**config.mk**
```make
export PLATFORM = sky130hd
export DESIGN_NAME = bcc_sequencer
export DESIGN_NICKNAME = d
export VERILOG_FILES = /design/src/bcc_timer.v /design/src/bcc_pwm.v /design/src/bcc_sequencer.v
export VERILOG_INCLUDE_DIRS = /design/src
export SDC_FILE = /design/constraint.sdc
export NUM_CORES = 1
export LEC_CHECK = 0
export ABC_AREA = 1
export BUFFER_PORTS_ARGS = -buffer_cell sky130_fd_sc_hd__buf_4
export CORE_MARGIN = 5
export CORE_UTILIZATION = 45
export CTS_CLUSTER_DIAMETER = 40
export CTS_CLUSTER_SIZE = 24
export DETAILED_ROUTE_END_ITERATION = 6
export HOLD_SLACK_MARGIN = 0.15
export MAX_ROUTING_LAYER = met4
export PLACE_DENSITY = 0.64
export RECOVER_POWER = 25
export SETUP_SLACK_MARGIN = 0.1
export SYNTH_ARGS = -nofsm -noshare
export SYNTH_HDL_FRONTEND = slang
export SYNTH_SLANG_ARGS = --single-unit
```
**constraint.sdc**
```tcl
create_clock -name clk_sys -period 18.5 [get_ports clk_sys]
set_clock_uncertainty 0.1 [all_clocks]
set_input_delay 0.925 -clock clk_sys [delete_from_list [all_inputs] [get_ports clk_sys]]
set_output_delay 0.925 -clock clk_sys [all_outputs]
set_load 0.03 [all_outputs]
```
**src/bcc_consts.vh**
```
// Constants for the buck converter control sequencer.
`ifndef BCC_CONSTS_VH
`define BCC_CONSTS_VH
`define BCC_CLK_HZ          25000000
`define BCC_SS_TIME_US      8000
`define BCC_SS_CYCLES       ((`BCC_SS_TIME_US * 25) / 1)
`define BCC_HICCUP_TIME_US  16000
`define BCC_HICCUP_CYCLES   ((`BCC_HICCUP_TIME_US * 25) / 1)
`define BCC_DROP_TIME_NS    10000
`define BCC_DROP_CYCLES     ((`BCC_DROP_TIME_NS * 25) / 1000)
`define BCC_LSFORCE_TIME_NS 150
`define BCC_LSFORCE_CYCLES  (((`BCC_LSFORCE_TIME_NS * 25) + 999) / 1000)
`define BCC_VOUT_TARGET_MV  5200
`define BCC_VOUT_GOOD_MV    2500
`define BCC_DUTY_MAX_PCT    98
`define BCC_FSW_MIN_KHZ     400
`define BCC_FSW_MAX_KHZ     2200
`define BCC_SPREAD_PERMIL   30
`define BCC_REF_W           16
`define BCC_FSET_W          12
`endif

```
**src/bcc_timer.v**
```verilog
// Down-counting timer that pulses done when a loaded count expires.
`default_nettype none
module bcc_timer #(
	parameter W = 24
) (
	input  wire         clk_sys,
	input  wire         reset,
	input  wire         start,
	input  wire [W-1:0] loadVal,
	input  wire         clear,
	output reg          busy,
	output reg          done
);
	reg [W-1:0] cnt_q;

	// Start reloads; clear aborts silently so a dead timer never fires late.
	always @(posedge clk_sys or posedge reset) begin
		if (reset) begin
			cnt_q <= {W{1'b0}};
			busy  <= 1'b0;
			done  <= 1'b0;
		end else begin
			done <= 1'b0;
			if (clear) begin
				busy <= 1'b0;
			end else if (start) begin
				cnt_q <= loadVal;
				busy  <= 1'b1;
			end else if (busy) begin
				if (cnt_q <= {{(W-1){1'b0}}, 1'b1}) begin
					busy <= 1'b0;
					done <= 1'b1;
				end else begin
					cnt_q <= cnt_q - {{(W-1){1'b0}}, 1'b1};
				end
			end
		end
	end
endmodule // bcc_timer
`default_nettype wire

```
**src/bcc_pwm.v**
```verilog
// Switching-cycle generator with duty limit, spread spectrum and dropout refresh.
`default_nettype none
module bcc_pwm #(
	parameter FW         = 12,
	parameter SPREAD     = 1,
	parameter DROP_CYC   = 250,
	parameter LSF_CYC    = 4,
	parameter DUTY_PCT   = 98
) (
	input  wire          clk_sys,
	input  wire          reset,
	input  wire          run,
	input  wire [FW-1:0] periodSet,
	input  wire [FW-1:0] dutyReq,
	input  wire          ilimTrip,
	input  wire          ilimValley,
	output reg           hsOn,
	output reg           lsOn,
	output reg           cycleStart
);
	reg [FW-1:0] phase_q;
	reg [FW-1:0] period;
	reg [FW-1:0] dutyMax;
	reg [FW-1:0] onTime;
	reg [6:0]    sweep_q;
	reg          sweepUp_q;
	reg [15:0]   hsRun_q;
	reg [7:0]    lsf_q;
	reg          ilimHold_q;
	reg [FW+6:0] prod;
	reg [FW+6:0] dev;
	// Sized copy of the cap so the duty product keeps its own width.
	localparam [6:0] DUTY_W = DUTY_PCT[6:0];

	// Period is swept +-3 percent in a triangle when spread is built in.
	always @* begin
		dev    = ({7'h00, periodSet} * {{(FW){1'b0}}, 7'h03}) / {{(FW){1'b0}}, 7'h64};
		period = periodSet;
		if (SPREAD != 0) begin
			period = periodSet - dev[FW-1:0] +
				((dev[FW-1:0] * {{(FW-7){1'b0}}, sweep_q}) >> 5);
		end
		prod    = ({7'h00, period} * DUTY_W) / 7'h64;
		dutyMax = prod[FW-1:0];
		onTime  = (dutyReq > dutyMax) ? dutyMax : dutyReq;
	end

	// Phase counter, duty compare, current limit hold and dropout timer.
	always @(posedge clk_sys or posedge reset) begin
		if (reset) begin
			phase_q    <= {FW{1'b0}};
			sweep_q    <= 7'h00;
			sweepUp_q  <= 1'b1;
			hsRun_q    <= 16'h0000;
			lsf_q      <= 8'h00;
			ilimHold_q <= 1'b0;
			hsOn       <= 1'b0;
			lsOn       <= 1'b0;
			cycleStart <= 1'b0;
		end else if (!run) begin
			phase_q    <= {FW{1'b0}};
			hsRun_q    <= 16'h0000;
			lsf_q      <= 8'h00;
			ilimHold_q <= 1'b0;
			hsOn       <= 1'b0;
			lsOn       <= 1'b0;
			cycleStart <= 1'b0;
		end else begin
			cycleStart <= (phase_q >= period - {{(FW-1){1'b0}}, 1'b1});
			if (phase_q >= period - {{(FW-1){1'b0}}, 1'b1}) begin
				phase_q <= {FW{1'b0}};
				// Turn at the ends so the sweep never wraps past zero or the top.
				if (sweepUp_q) begin
					if (sweep_q == 7'h40) begin
						sweepUp_q <= 1'b0;
						sweep_q   <= sweep_q - 7'h01;
					end else begin
						sweep_q <= sweep_q + 7'h01;
					end
				end else begin
					if (sweep_q == 7'h00) begin
						sweepUp_q <= 1'b1;
						sweep_q   <= sweep_q + 7'h01;
					end else begin
						sweep_q <= sweep_q - 7'h01;
					end
				end
			end else begin
				phase_q <= phase_q + {{(FW-1){1'b0}}, 1'b1};
			end
			// Held off until below valley; the high side may then turn on again in the same cycle while phase is below onTime.
			if (ilimTrip) begin
				ilimHold_q <= 1'b1;
			end else if (ilimValley) begin
				ilimHold_q <= 1'b0;
			end
			if (lsf_q != 8'h00) begin
				lsf_q <= lsf_q - 8'h01;
				hsOn  <= 1'b0;
				lsOn  <= 1'b1;
			end else if (hsRun_q >= DROP_CYC[15:0] - 16'h0001) begin
				hsRun_q <= 16'h0000;
				lsf_q   <= LSF_CYC[7:0] - 8'h01;
				hsOn    <= 1'b0;
				lsOn    <= 1'b1;
			end else begin
				hsOn <= (phase_q < onTime) && !ilimTrip && !ilimHold_q;
				// Forced mode: low side conducts every off period at any load.
				lsOn <= !((phase_q < onTime) && !ilimTrip && !ilimHold_q);
				// Riding the duty cap means the high side is on all the loop allows,
				// so that run counts as continuous on-time for the dropout refresh.
				if (dutyReq >= dutyMax && !ilimTrip && !ilimHold_q) begin
					hsRun_q <= hsRun_q + 16'h0001;
				end else begin
					hsRun_q <= 16'h0000;
				end
			end
		end
	end
endmodule // bcc_pwm
`default_nettype wire

```
**src/bcc_sequencer.v**
```verilog
// Top-level sequencer: enable, bias lockout, soft-start, hiccup, thermal, port guards.
//
// Notes on behaviour
// - Fixed 5.2V target, always forced PWM.
// - Reference ramps zero to target in 8ms.
// - Frequency set by resistor, 400kHz to 2.2MHz.
// - Spread option sweeps frequency about 3 percent.
// - Enable starts regulator; soft-start after 3V bias.
// - Enable low shuts regulator and gate drivers.
// - Duty cycle capped near 98 percent.
// - Dropout: force low side 150ns every 10us.
// - Over 10A: high side off until valley.
// - Output above 2.5V: retry next cycle; the high side comes back in the same cycle once below valley.
// - Limit below 2.5V: 16ms reset, soft-start.
// - Soft-start end below 2.5V repeats hiccup.
// - Over 165C thermal flag disables converter.
// - Re-enable after cooling 15C below trip.
// - Each charger channel has its own protection.
`include "bcc_consts.vh"
`default_nettype none
module bcc_sequencer #(
	parameter SPREAD     = 1,
	parameter SS_CYC     = `BCC_SS_CYCLES,
	parameter HICCUP_CYC = `BCC_HICCUP_CYCLES
) (
	input  wire                   clk_sys,
	input  wire                   reset,
	input  wire                   highVoltageEnable,
	input  wire                   biasAboveLockout,
	input  wire                   outAboveGood,
	input  wire                   ilimTrip,
	input  wire                   ilimValley,
	input  wire                   thermalHot,
	input  wire                   thermalCool,
	input  wire [`BCC_FSET_W-1:0] frequencySetInput,
	input  wire [`BCC_FSET_W-1:0] dutyRequest,
	input  wire                   portOneFault,
	input  wire                   portTwoFault,
	output reg                    biasRegulatorOn,
	output wire                   highSideOn,
	output wire                   lowSideOn,
	output reg  [`BCC_REF_W-1:0]  outputReference,
	output reg                    converterRunning,
	output reg                    inHiccup,
	output reg                    thermalShutdown,
	output reg                    portOneBusOutput,
	output reg                    portTwoBusOutput
);
	localparam ST_OFF    = 3'h0;
	localparam ST_BIAS   = 3'h1;
	localparam ST_SOFT   = 3'h2;
	localparam ST_RUN    = 3'h3;
	localparam ST_HICCUP = 3'h4;
	localparam ST_THERM  = 3'h5;
	// Work the limits out at full width first, then keep only the bits that
	// the reference and the period really carry, so no width is lost silently.
	// The period limits are whole clock cycles, rounded towards the legal span.
	localparam [31:0] REF_FULL_W = `BCC_VOUT_TARGET_MV;
	localparam [31:0] PER_MIN_W  = `BCC_CLK_HZ / (`BCC_FSW_MAX_KHZ * 1000) + 1;
	localparam [31:0] PER_MAX_W  = `BCC_CLK_HZ / (`BCC_FSW_MIN_KHZ * 1000);
	localparam [`BCC_REF_W-1:0] REF_FULL = REF_FULL_W[`BCC_REF_W-1:0];
	localparam [31:0] SS_STEP_CYC = SS_CYC / `BCC_VOUT_TARGET_MV;
	localparam [`BCC_FSET_W-1:0] PER_MIN = PER_MIN_W[`BCC_FSET_W-1:0];
	localparam [`BCC_FSET_W-1:0] PER_MAX = PER_MAX_W[`BCC_FSET_W-1:0];

	reg [2:0]  state_q;
	reg [2:0]  state_d;
	reg [31:0] stepCnt_q;
	reg        ssStart;
	reg        hicStart;
	reg        thermLatch_q;
	reg [`BCC_FSET_W-1:0] periodSel;
	wire       ssBusy;
	wire       ssDone;
	wire       hicBusy;
	wire       hicDone;
	wire       pwmRun;
	wire       cycleStart;
	wire [1:0] portFault;
	wire [1:0] portOn;

	// Clamp the resistor-derived period into the legal frequency span.
	always @* begin
		periodSel = frequencySetInput;
		if (frequencySetInput < PER_MIN) begin
			periodSel = PER_MIN;
		end else if (frequencySetInput > PER_MAX) begin
			periodSel = PER_MAX;
		end
	end

	// Next-state logic; enable low overrides everything.
	always @* begin
		state_d  = state_q;
		ssStart  = 1'b0;
		hicStart = 1'b0;
		case (state_q)
			ST_OFF: begin
				if (highVoltageEnable) begin
					state_d = ST_BIAS;
				end
			end
			ST_BIAS: begin
				if (thermLatch_q) begin
					state_d = ST_THERM;
				end else if (biasAboveLockout) begin
					state_d = ST_SOFT;
					ssStart = 1'b1;
				end
			end
			ST_SOFT: begin
				if (thermLatch_q) begin
					state_d = ST_THERM;
				end else if (ilimTrip && !outAboveGood) begin
					state_d  = ST_HICCUP;
					hicStart = 1'b1;
				end else if (ssDone) begin
					if (outAboveGood) begin
						state_d = ST_RUN;
					end else begin
						state_d  = ST_HICCUP;
						hicStart = 1'b1;
					end
				end
			end
			ST_RUN: begin
				if (thermLatch_q) begin
					state_d = ST_THERM;
				end else if (ilimTrip && !outAboveGood) begin
					state_d  = ST_HICCUP;
					hicStart = 1'b1;
				end
			end
			ST_HICCUP: begin
				if (thermLatch_q) begin
					state_d = ST_THERM;
				end else if (hicDone) begin
					state_d = ST_SOFT;
					ssStart = 1'b1;
				end
			end
			ST_THERM: begin
				if (!thermLatch_q) begin
					state_d = ST_SOFT;
					ssStart = 1'b1;
				end
			end
			default: begin
				state_d = ST_OFF;
			end
		endcase
		if (!highVoltageEnable) begin
			state_d  = ST_OFF;
			ssStart  = 1'b0;
			hicStart = 1'b0;
		end
	end

	// Thermal latch with hysteresis: set hot, cleared only by the cool flag.
	always @(posedge clk_sys or posedge reset) begin
		if (reset) begin
			thermLatch_q <= 1'b0;
		end else if (thermalHot) begin
			thermLatch_q <= 1'b1;
		end else if (thermalCool) begin
			thermLatch_q <= 1'b0;
		end
	end

	// State register, reference ramp and status outputs.
	always @(posedge clk_sys or posedge reset) begin
		if (reset) begin
			state_q          <= ST_OFF;
			stepCnt_q        <= 32'h0000_0000;
			outputReference  <= {`BCC_REF_W{1'b0}};
			biasRegulatorOn  <= 1'b0;
			converterRunning <= 1'b0;
			inHiccup         <= 1'b0;
			thermalShutdown  <= 1'b0;
		end else begin
			state_q          <= state_d;
			biasRegulatorOn  <= (state_d != ST_OFF);
			converterRunning <= (state_d == ST_RUN);
			inHiccup         <= (state_d == ST_HICCUP);
			thermalShutdown  <= (state_d == ST_THERM);
			if (state_d != ST_SOFT && state_d != ST_RUN) begin
				outputReference <= {`BCC_REF_W{1'b0}};
				stepCnt_q       <= 32'h0000_0000;
			end else if (state_d == ST_RUN) begin
				outputReference <= REF_FULL;
			end else if (ssStart) begin
				outputReference <= {`BCC_REF_W{1'b0}};
				stepCnt_q       <= 32'h0000_0000;
			end else if (outputReference < REF_FULL) begin
				// A millivolt per step makes the ramp length track the soft-start time.
				if (stepCnt_q + 32'h0000_0001 >= SS_STEP_CYC) begin
					stepCnt_q       <= 32'h0000_0000;
					outputReference <= outputReference + 16'h0001;
				end else begin
					stepCnt_q <= stepCnt_q + 32'h0000_0001;
				end
			end
		end
	end

	// Soft-start length timer.
	bcc_timer #(.W(32)) ssTimer (
		.clk_sys (clk_sys),
		.reset   (reset),
		.start   (ssStart),
		.loadVal (SS_CYC),
		.clear   (state_q != ST_SOFT && !ssStart),
		.busy    (ssBusy),
		.done    (ssDone)
	);

	// Hiccup reset hold timer.
	bcc_timer #(.W(32)) hicTimer (
		.clk_sys (clk_sys),
		.reset   (reset),
		.start   (hicStart),
		.loadVal (HICCUP_CYC),
		.clear   (state_q != ST_HICCUP && !hicStart),
		.busy    (hicBusy),
		.done    (hicDone)
	);

	// Gate drivers only switch while soft-starting or running.
	assign pwmRun = (state_q == ST_SOFT) || (state_q == ST_RUN);

	bcc_pwm #(
		.FW       (`BCC_FSET_W),
		.SPREAD   (SPREAD),
		.DROP_CYC (`BCC_DROP_CYCLES),
		.LSF_CYC  (`BCC_LSFORCE_CYCLES),
		.DUTY_PCT (`BCC_DUTY_MAX_PCT)
	) pwm (
		.clk_sys    (clk_sys),
		.reset      (reset),
		.run        (pwmRun),
		.periodSet  (periodSel),
		.dutyReq    (dutyRequest),
		.ilimTrip   (ilimTrip),
		.ilimValley (ilimValley),
		.hsOn       (highSideOn),
		.lsOn       (lowSideOn),
		.cycleStart (cycleStart)
	);

	// Per-port bus switches; one channel faulting leaves the other alone.
	assign portFault = {portTwoFault, portOneFault};
	genvar gi;
	generate
		for (gi = 0; gi < 2; gi = gi + 1) begin : portGuard
			assign portOn[gi] = (state_q == ST_RUN) && !portFault[gi];
		end
	endgenerate

	// Register the port switches so they only ever change on a clock edge.
	// They follow the run state one cycle late, which the load never notices.
	always @(posedge clk_sys or posedge reset) begin
		if (reset) begin
			portOneBusOutput <= 1'b0;
			portTwoBusOutput <= 1'b0;
		end else begin
			portOneBusOutput <= portOn[0];
			portTwoBusOutput <= portOn[1];
		end
	end
endmodule // bcc_sequencer
`default_nettype wire

```
==> flow_metrics.py, run 1 <==
metrics = {
    "final_layout": {
        "final_common_cell": "inv_1",
        "syn_to_final_growth_pct": 21.0,
        "fin_nets": 2736,
        "final_util_pct": 55.4,
        "antenna_cells": 0,
        "fin_cells": 3038,
        "drive_above_1_share_pct": 23.0,
        "mostFrequentLayoutCells": "inv_1, nand2_1, nor2_1",
    },
    "logic_synthesis": {
        "synth.cell_area_um2": 17300,
        "synthFlopType": "dfrtp_1",
        "synth_cells": 2337,
        "yosysWarnings": 0,
        "avgSynthCellArea_um2": 7.40,
        "synthTopCellsByArea": "dfrtp_1, ha_1, nand2_1",
        "ys_seq_area_share_pct": 25.1,
        "synth_top_area_share_pct": 24.9,
        "async_flop_share_pct": 100,
        "ys_seq_elements": 173,
        "yosysUniqueCellTypes": 73,
        "synth_enable_flop_cells": 0,
        "yosysTopAreaCell": "dfrtp_1",
    },
    "grt": {
        "grt_pass1_vias": 14700,
        "antenna_found_initial": 0,
        "grt_max_degree": 99,
        "grt_first_pass_wirelength_um": 67600,
        "track_usage_pct": 19.2,
        "gr-total-overflow": 0,
    },
    "timing": {
        "relSlewSlack_pct": -183,
        "drv_slew": 99,
        "rsz0062_at_grt": "true",
        "fin_crit_sh_pct": 96.6,
        "timing.fmax_ghz": 0.0560,
        "fin_setup_tns_ns": 0,
        "finalHoldViolCount": 0,
        "timing.final.crit_period_ns": 17.87,
        "setup-violations-final": 0,
        "holdWs_ns": 0.359,
        "tightest_slew_ns": 4.22,
    },
    "setup_path": {
        "cp_slowest_cell": "fa_2",
        "cp_common_cell": "nand2_4",
        "crit_required_ns": 18.75,
        "start_kind": "input pin",
        "worst_setup_path_end_kind": "flop",
        "path_buf_inv": 14,
        "critPathArrivalTime_ns": 18.12,
        "cpPeakStageDelay_ns": 0.56,
        "path_max_fanout": 8,
        "cp_top_family": "simple AND/OR/NAND/NOR gates",
        "critPathKind": "in -> reg",
    },
    "detailed_routing": {
        "vias": 15400,
        "drtPass1Iterations": 5,
        "via_per_inst": 5.06,
        "wl_um": 41000,
        "drt_iter0_markers": 705,
        "drc_errors": 0,
        "final_antenna_net_count": 0,
        "wl_per_cell_um": 13.5,
    },
    "floorplan": {
        "die_y_um": 206,
        "core_um2": 37800,
        "die_w_um": 206,
        "rows": 71,
        "start_util_pct": 45.8,
        "die_area_um2": 42400,
        "io_pins": 59,
    },
    "cts": {
        "cts-root-buf": "clkbuf_16",
        "clk_latency_ns": 0.44,
        "clock_path_buffers": 2,
        "cts_sinks": 173,
        "clk_pin_slew_worst_paths_ns": 0.07,
        "tritoncts": "done",
        "numCtsBuffers": 17,
        "cts_max_level": 4,
    },
    "min_path": {
        "hp-class": "reg -> reg",
    },
    "placement": {
        "hpwl_um": 31100,
        "portBuffers": 58,
        "gp_congestion": 0.905,
        "place_inst": 2945,
    },
    "status": {
        "violations": "max-capacitance violations, max-slew violations",
        "status": "finished with violations",
    },
    "job": {
        "maxCapViolCount": 1,
    },
}
-- area by class of cell --
type | instances | area, um2
clock buffers | 18 | 439
clock inverters | 14 | 135
fillers | 3465 | 16800
inverters | 410 | 1600
multi-input cells | 1753 | 12500
flip-flops and latches | 173 | 4330
well taps | 511 | 639
repair buffers | 159 | 1220
-- timing repair --
action                     CTS  global route
pin swaps                    9           126
hold buffers                 0             0
setup buffers                4            56
cloned                       0             1
resized for setup           15           222
setup endpoints to repair    2            10
-- synthesized netlist by cell type (all sizes together) (4+ instances only) --
master,instances
nor4,23
ha,150
o21ai,111
clkbuf,19
clkinv,11
nor2,306
or2,6
nor3b,4
a211oi,5
a31oi,11
o21bai,11
a21o,7
xnor2,28
o211ai,11
nand3,142
nand4,55
a21boi,5
inv,398
a21oi,105
o2111ai,4
nand2,500
o22ai,17
fa,37
o21a,10
nor3,57
dfrtp,172
xor2,94
nand3b,10
-- per-stage QoR --
stage	area [um2]	setup slack (ns)
after floorplan	17400	0.463
after global placement	18600	0.0757
after detailed placement	18600	-0.481
after CTS	19300	0.108
after global routing	20900	-0.413
final	20900	0.630
-- sequential cells by signal, summed over array words and instances, names as in the netlist, 3 cells and up --
| register | count |
|---|---|
| pwm.hsRun_q | 16 |
| outputReference | 16 |
| ssTimer.cnt_q | 32 |
| state_q | 3 |
| hicTimer.cnt_q | 32 |
| pwm.sweep_q | 7 |
| stepCnt_q | 32 |
| pwm.lsf_q | 8 |
| pwm.phase_q | 12 |
-- path summary, 6_finish.rpt --
check | start | to | slack [ns] | cells past startpoint
max in group asynchronous | reset | pwm.sweep_q[3] | 14.30 | 3
min in group asynchronous | reset | hicTimer.cnt_q[8] | 1.67 | 2
worst min register to register | pwm.lsf_q[7] | pwm.lsf_q[7] | 0.36 | 1
worst min-delay path | pwm.lsf_q[7] | pwm.lsf_q[7] | 0.36 | 1
worst max register to register | pwm.sweep_q[5] | pwm.hsOn | 3.65 | 110
worst max-delay path | frequencySetInput[6] | pwm.hsOn | 0.63 | 136
-- metal layers --
metal | GRT usage (%) | vias to the layer above | share of wire, %
met3 | 2.09 | 52 | 2.4
li1 | - | 7908 | -
met5 | - | - | 0
met4 | 4.37 | 0 | 1.5
met1 | 25.6 | 7199 | 47
met2 | 31.9 | 214 | 49
-- logic make-up (layout without fill, tap and decap cells) --
group | Yosys count | in the layout | share of synthesized area [%]
buffers and inverters | 431 | 601 | 9.72
xor gates and xnor gates | 122 | 122 | 6.31
other | 2 | 22 | 0.0435
DFF | 173 | 173 | 25.1
and+or+nand+nor | 1108 | 1108 | 32.6
adders and majority gates | 187 | 187 | 15.1
AOI/OAI and AO/OA | 314 | 314 | 11.1
Power of run 1 is left out: the tool's default activity adds up to more than one toggle a clock period on the data nets, which glitch-free logic cannot reach.
==> run 2, diff against run 1 <==
--- a/config.mk
+++ b/config.mk
@@ -7,7 +7,7 @@
 export NUM_CORES = 1
 export LEC_CHECK = 0
 export ABC_AREA = 1
-export BUFFER_PORTS_ARGS = -buffer_cell sky130_fd_sc_hd__buf_4
+export BUFFER_PORTS_ARGS = -buffer_cell sky130_fd_sc_hd__buf_2
 export CORE_MARGIN = 5
 export CORE_UTILIZATION = 45
 export CTS_CLUSTER_DIAMETER = 40
@@ -21,3 +21,4 @@
 export SYNTH_ARGS = -nofsm -noshare
 export SYNTH_HDL_FRONTEND = slang
 export SYNTH_SLANG_ARGS = --single-unit
+export TNS_END_PERCENT = 20
==> constraint.sdc (replaced) <==
create_clock -name clk_sys -period 21.3 [get_ports clk_sys]
set_clock_uncertainty 0.1 [all_clocks]
set_input_delay 1.065 -clock clk_sys [delete_from_list [all_inputs] [get_ports clk_sys]]
set_output_delay 1.065 -clock clk_sys [all_outputs]
set_load 0.03 [all_outputs]
==> flow_metrics.py, run 2 (synthesis gave the netlist of run 1 again) <==
metrics = {
    "timing": {
        "relSlewSlack_pct": -174,
        "fin_setup_tns_ns": 0,
        "finalHoldViolCount": 0,
        "timing.fmax_ghz": 0.0517,
        "drv_slew": 95,
        "setup-violations-final": 0,
        "tightest_slew_ns": 4.08,
        "timing.final.crit_period_ns": 19.33,
        "rsz0062_at_grt": "false",
        "fin_crit_sh_pct": 90.8,
    },
    "setup_path": {
        "path_buf_inv": 10,
        "cp_slowest_cell": "fa_1",
        "path_max_fanout": 24,
        "cp_num_cells": 136,
        "start_kind": "input pin",
        "worst_setup_path_end_kind": "flop",
        "crit_required_ns": 21.55,
        "cp_common_cell": "nand2_1",
        "cpPeakStageDelay_ns": 0.53,
        "critPathArrivalTime_ns": 19.58,
        "reg2reg_depth": 106,
        "critPathKind": "in -> reg",
        "cp_top_family": "simple AND/OR/NAND/NOR gates",
    },
    "floorplan": {
        "die_y_um": 206,
        "die_w_um": 206,
        "start_util_pct": 45.8,
        "rows": 71,
        "die_area_um2": 42400,
        "core_um2": 37800,
        "io_pins": 59,
    },
    "grt": {
        "antenna_found_initial": 0,
        "track_usage_pct": 18.8,
        "gr-total-overflow": 0,
        "grt_max_degree": 95,
        "grt_first_pass_wirelength_um": 66200,
        "grt_pass1_vias": 14600,
    },
    "cts": {
        "cts_sinks": 173,
        "clk_pin_slew_worst_paths_ns": 0.07,
        "clk_latency_ns": 0.43,
        "cts-root-buf": "clkbuf_16",
        "numCtsBuffers": 17,
        "cts_max_level": 4,
        "tritoncts": "done",
        "clock_path_buffers": 2,
    },
    "placement": {
        "gp_congestion": 0.894,
        "hpwl_um": 30800,
        "portBuffers": 58,
        "place_inst": 2910,
    },
    "detailed_routing": {
        "via_per_inst": 5.05,
        "vias": 14900,
        "drt_iter0_markers": 658,
        "wl_per_cell_um": 12.9,
        "wl_um": 38100,
        "drc_errors": 0,
        "drtPass1Iterations": 6,
        "final_antenna_net_count": 0,
    },
    "final_layout": {
        "syn_to_final_growth_pct": 9.21,
        "antenna_cells": 0,
        "multi_input_area_um2": 11400,
        "final_common_cell": "nand2_1",
        "fin_cells": 2946,
        "fin_nets": 2644,
        "drive_above_1_share_pct": 14.5,
        "top_regs": "hicTimer.cnt_q x32, ssTimer.cnt_q x32, stepCnt_q x32",
        "mostFrequentLayoutCells": "nand2_1, inv_1, nor2_1",
        "nFillCells": 3688,
        "area.sequential_um2": 4330,
    },
    "status": {
        "status": "finished with violations",
        "violations": "max-capacitance violations, max-slew violations",
    },
    "min_path": {
        "hp-class": "reg -> reg",
        "whs_path_depth": 1,
    },
    "job": {
        "maxCapViolCount": 1,
    },
}
## run 2: changes by cell type in the layout (fill, tap and decap cells not counted), moves of 13 or more
cell     before  now
inv_1       354  367
ha_1        113  150
nand2_4      73   49
nor2_1      269  284
nand2_1     348  380
buf_4       149    8
buf_2         0   57
ha_4         36    0
## run 2: final cells by class
type | count | share of cell area [%]
sequential | 173 | 22.9
multi-input combinational | 1753 | 60.4
inverter | 410 | 8.41
clock inverter | 13 | 0.610
tap | 511 | 3.39
clock buffer | 19 | 2.35
timing repair buffer | 67 | 1.87
## run 2: layer usage
layer,track usage (%),vias to the layer above,share of wire [%],wire length [um]
li1,-,7707,-,-
met1,24.4,6937,48,18100
met2,31.8,206,48,18200
met3,2.15,38,2.9,1120
met4,4.47,0,1.6,596
met5,-,-,0,0
## run 2: through the flow
| stage | util [%] | instance area (um2) | hold slack, ns | setup WS (ns) |
|---|---|---|---|---|
| 6_report | 50.0 | 18900 | 0.372 | 1.97 |
| 5_1_grt | 50.0 | 18900 | 0.397 | 0.155 |
| 4_1_cts | 49.8 | 18800 | 0.376 | 1.58 |
| 3_5_place_dp | 48.3 | 18200 | 0.367 | 1.23 |
| 3_3_place_gp | 48.3 | 18200 | 0.348 | 1.70 |
| 2_1_floorplan | - | 17400 | 0.334 | 3.12 |
## run 2: final timing paths
check	slack [ns]	to	startpoint
setup / recovery	1.97	pwm.hsOn	frequencySetInput[6]
hold / removal	0.37	pwm.lsf_q[7]	pwm.lsf_q[7]
setup reg to reg	5.70	pwm.hsOn	pwm.sweep_q[6]
hold reg to reg	0.37	pwm.lsf_q[7]	pwm.lsf_q[7]
max in group asynchronous	17.04	hicTimer.cnt_q[28]	reset
min in group asynchronous	1.75	hicTimer.cnt_q[6]	reset
## run 2: repair_timing
item,CTS,global route
endpoints found under the setup margin,0,2
gates resized for setup,0,10
hold endpoints to repair,0,0
hold buffers,0,0
setup buffers,0,4
Power of run 2 is left out for the same reason.
==> run 3, diff against run 2 <==
--- a/config.mk
+++ b/config.mk
@@ -8,6 +8,8 @@
 export LEC_CHECK = 0
 export ABC_AREA = 1
 export BUFFER_PORTS_ARGS = -buffer_cell sky130_fd_sc_hd__buf_2
+export CELL_PAD_IN_SITES_DETAIL_PLACEMENT = 0
+export CELL_PAD_IN_SITES_GLOBAL_PLACEMENT = 1
 export CORE_MARGIN = 5
 export CORE_UTILIZATION = 45
 export CTS_CLUSTER_DIAMETER = 40
@@ -15,7 +17,7 @@
 export DETAILED_ROUTE_END_ITERATION = 6
 export HOLD_SLACK_MARGIN = 0.15
 export MAX_ROUTING_LAYER = met4
-export PLACE_DENSITY = 0.64
+export PLACE_DENSITY = 0.81
 export RECOVER_POWER = 25
 export SETUP_SLACK_MARGIN = 0.1
 export SYNTH_ARGS = -nofsm -noshare
==> flow_metrics.py, run 3 (synthesis gave the netlist of run 1 again) <==
metrics = {
    "status": {
        "status": "finished with violations",
        "violations": "max-capacitance violations, max-slew violations",
    },
    "timing": {
        "holdWs_ns": 0.360,
        "tightest_slew_ns": 3.68,
        "setup-violations-final": 0,
        "timing.fmax_ghz": 0.0515,
        "fin_setup_tns_ns": 0,
        "relSlewSlack_pct": -147,
        "finalHoldViolCount": 0,
        "drv_slew": 84,
        "fin_crit_sh_pct": 91.2,
        "rsz0062_at_grt": "false",
        "timing.final.crit_period_ns": 19.43,
    },
    "detailed_routing": {
        "drt_iter0_markers": 660,
        "final_antenna_net_count": 0,
        "wl_um": 38500,
        "wl_per_cell_um": 13.1,
        "vias": 14700,
        "via_per_inst": 5.00,
        "drc_errors": 0,
        "drtPass1Iterations": 5,
    },
    "min_path": {
        "hp-class": "reg -> reg",
        "hold_start": "pwm.lsf_q[5]",
        "hold_end": "pwm.lsf_q[5]",
        "whs_path_depth": 1,
    },
    "grt": {
        "grt_pass1_vias": 14400,
        "grt_first_pass_wirelength_um": 67100,
        "track_usage_pct": 19.2,
        "gr-total-overflow": 0,
        "antenna_found_initial": 0,
        "grt_max_degree": 84,
    },
    "setup_path": {
        "cp_slowest_cell": "fa_1",
        "start_kind": "input pin",
        "reg2reg_to": "pwm.hsOn",
        "path_buf_inv": 8,
        "cpPeakStageDelay_ns": 0.51,
        "regToRegStartpoint": "pwm.sweep_q[6]",
        "crit_required_ns": 21.56,
        "r2r_setup_slack_ns": 5.71,
        "reg2reg_depth": 106,
        "worst_setup_path_end_kind": "flop",
        "path_max_fanout": 24,
        "cp_top_family": "simple AND/OR/NAND/NOR gates",
        "cp_common_cell": "nand2_1",
        "critPathArrivalTime_ns": 19.69,
        "critPathKind": "in -> reg",
    },
    "final_layout": {
        "mostFrequentLayoutCells": "nand2_1, inv_1, nor2_1",
        "syn_to_final_growth_pct": 9.42,
        "antenna_cells": 0,
        "final_common_cell": "nand2_1",
        "top_regs": "hicTimer.cnt_q x32, ssTimer.cnt_q x32, stepCnt_q x32",
        "drive_above_1_share_pct": 14.4,
        "fin_nets": 2644,
    },
    "cts": {
        "clock_path_buffers": 2,
        "cts-root-buf": "clkbuf_16",
        "numCtsBuffers": 17,
        "tritoncts": "done",
        "clk_latency_ns": 0.43,
        "hold_buffers": 0,
        "clk_pin_slew_worst_paths_ns": 0.07,
        "cts_sinks": 173,
        "cts_max_level": 4,
    },
    "placement": {
        "gp_congestion": 0.869,
        "hpwl_um": 31300,
        "portBuffers": 58,
    },
    "floorplan": {
        "start_util_pct": 45.8,
        "rows": 71,
        "io_pins": 59,
        "core_um2": 37800,
        "die_y_um": 206,
        "die_area_um2": 42400,
        "die_w_um": 206,
    },
    "job": {
        "maxCapViolCount": 1,
    },
}
==> run 3: routing by layer <==
layer	global-route usage [%]	wire length, um	up-vias
li1	-	-	7723
met4	3.78	467	0
met3	1.95	734	25
met5	-	0	-
met2	31.9	18300	126
met1	25.8	19000	6850
==> run 3: worst max path at each step <==
stage | cells after the start | to | slack, ns | start
2_1_floorplan | 130 | pwm.lsOn | 3.12 | frequencySetInput[6]
3_3_place_gp | 132 | pwm.hsOn | 1.61 | frequencySetInput[6]
3_5_place_dp | 135 | pwm.hsOn | 1.09 | frequencySetInput[6]
4_1_cts | 135 | pwm.hsOn | 1.43 | frequencySetInput[6]
5_1_grt | 138 | pwm.hsOn | 0.07 | frequencySetInput[6]
6_report | 136 | pwm.hsOn | 1.87 | frequencySetInput[6]
==> run 3: what timing repair did <==
item / CTS / global route
buffers inserted: 0 / 4
resized for setup: 0 / 7
endpoints found under the setup margin: 0 / 2
==> run 3: cell type report <==
cell class	count	area, um2
clock buffers	24	502
flip-flops and latches	173	4330
clock inverters	8	105
repair buffers	67	353
fillers	3794	18800
multi-input cells	1753	11400
well taps	511	639
inverters	410	1590
==> run 3: stage by stage <==
stage | instances | worst slack (ns) | area [um2] | util [%]
after floorplan | 2357 | 3.12 | 17400 | -
final | 2946 | 1.87 | 18900 | 50.1
after global routing | 2946 | 0.0749 | 18900 | 50.1
after global placement | 2910 | 1.61 | 18200 | 48.3
after CTS | 2942 | 1.43 | 18800 | 49.9
after detailed placement | 2910 | 1.09 | 18200 | 48.3
Power of run 3 is left out for the same reason.
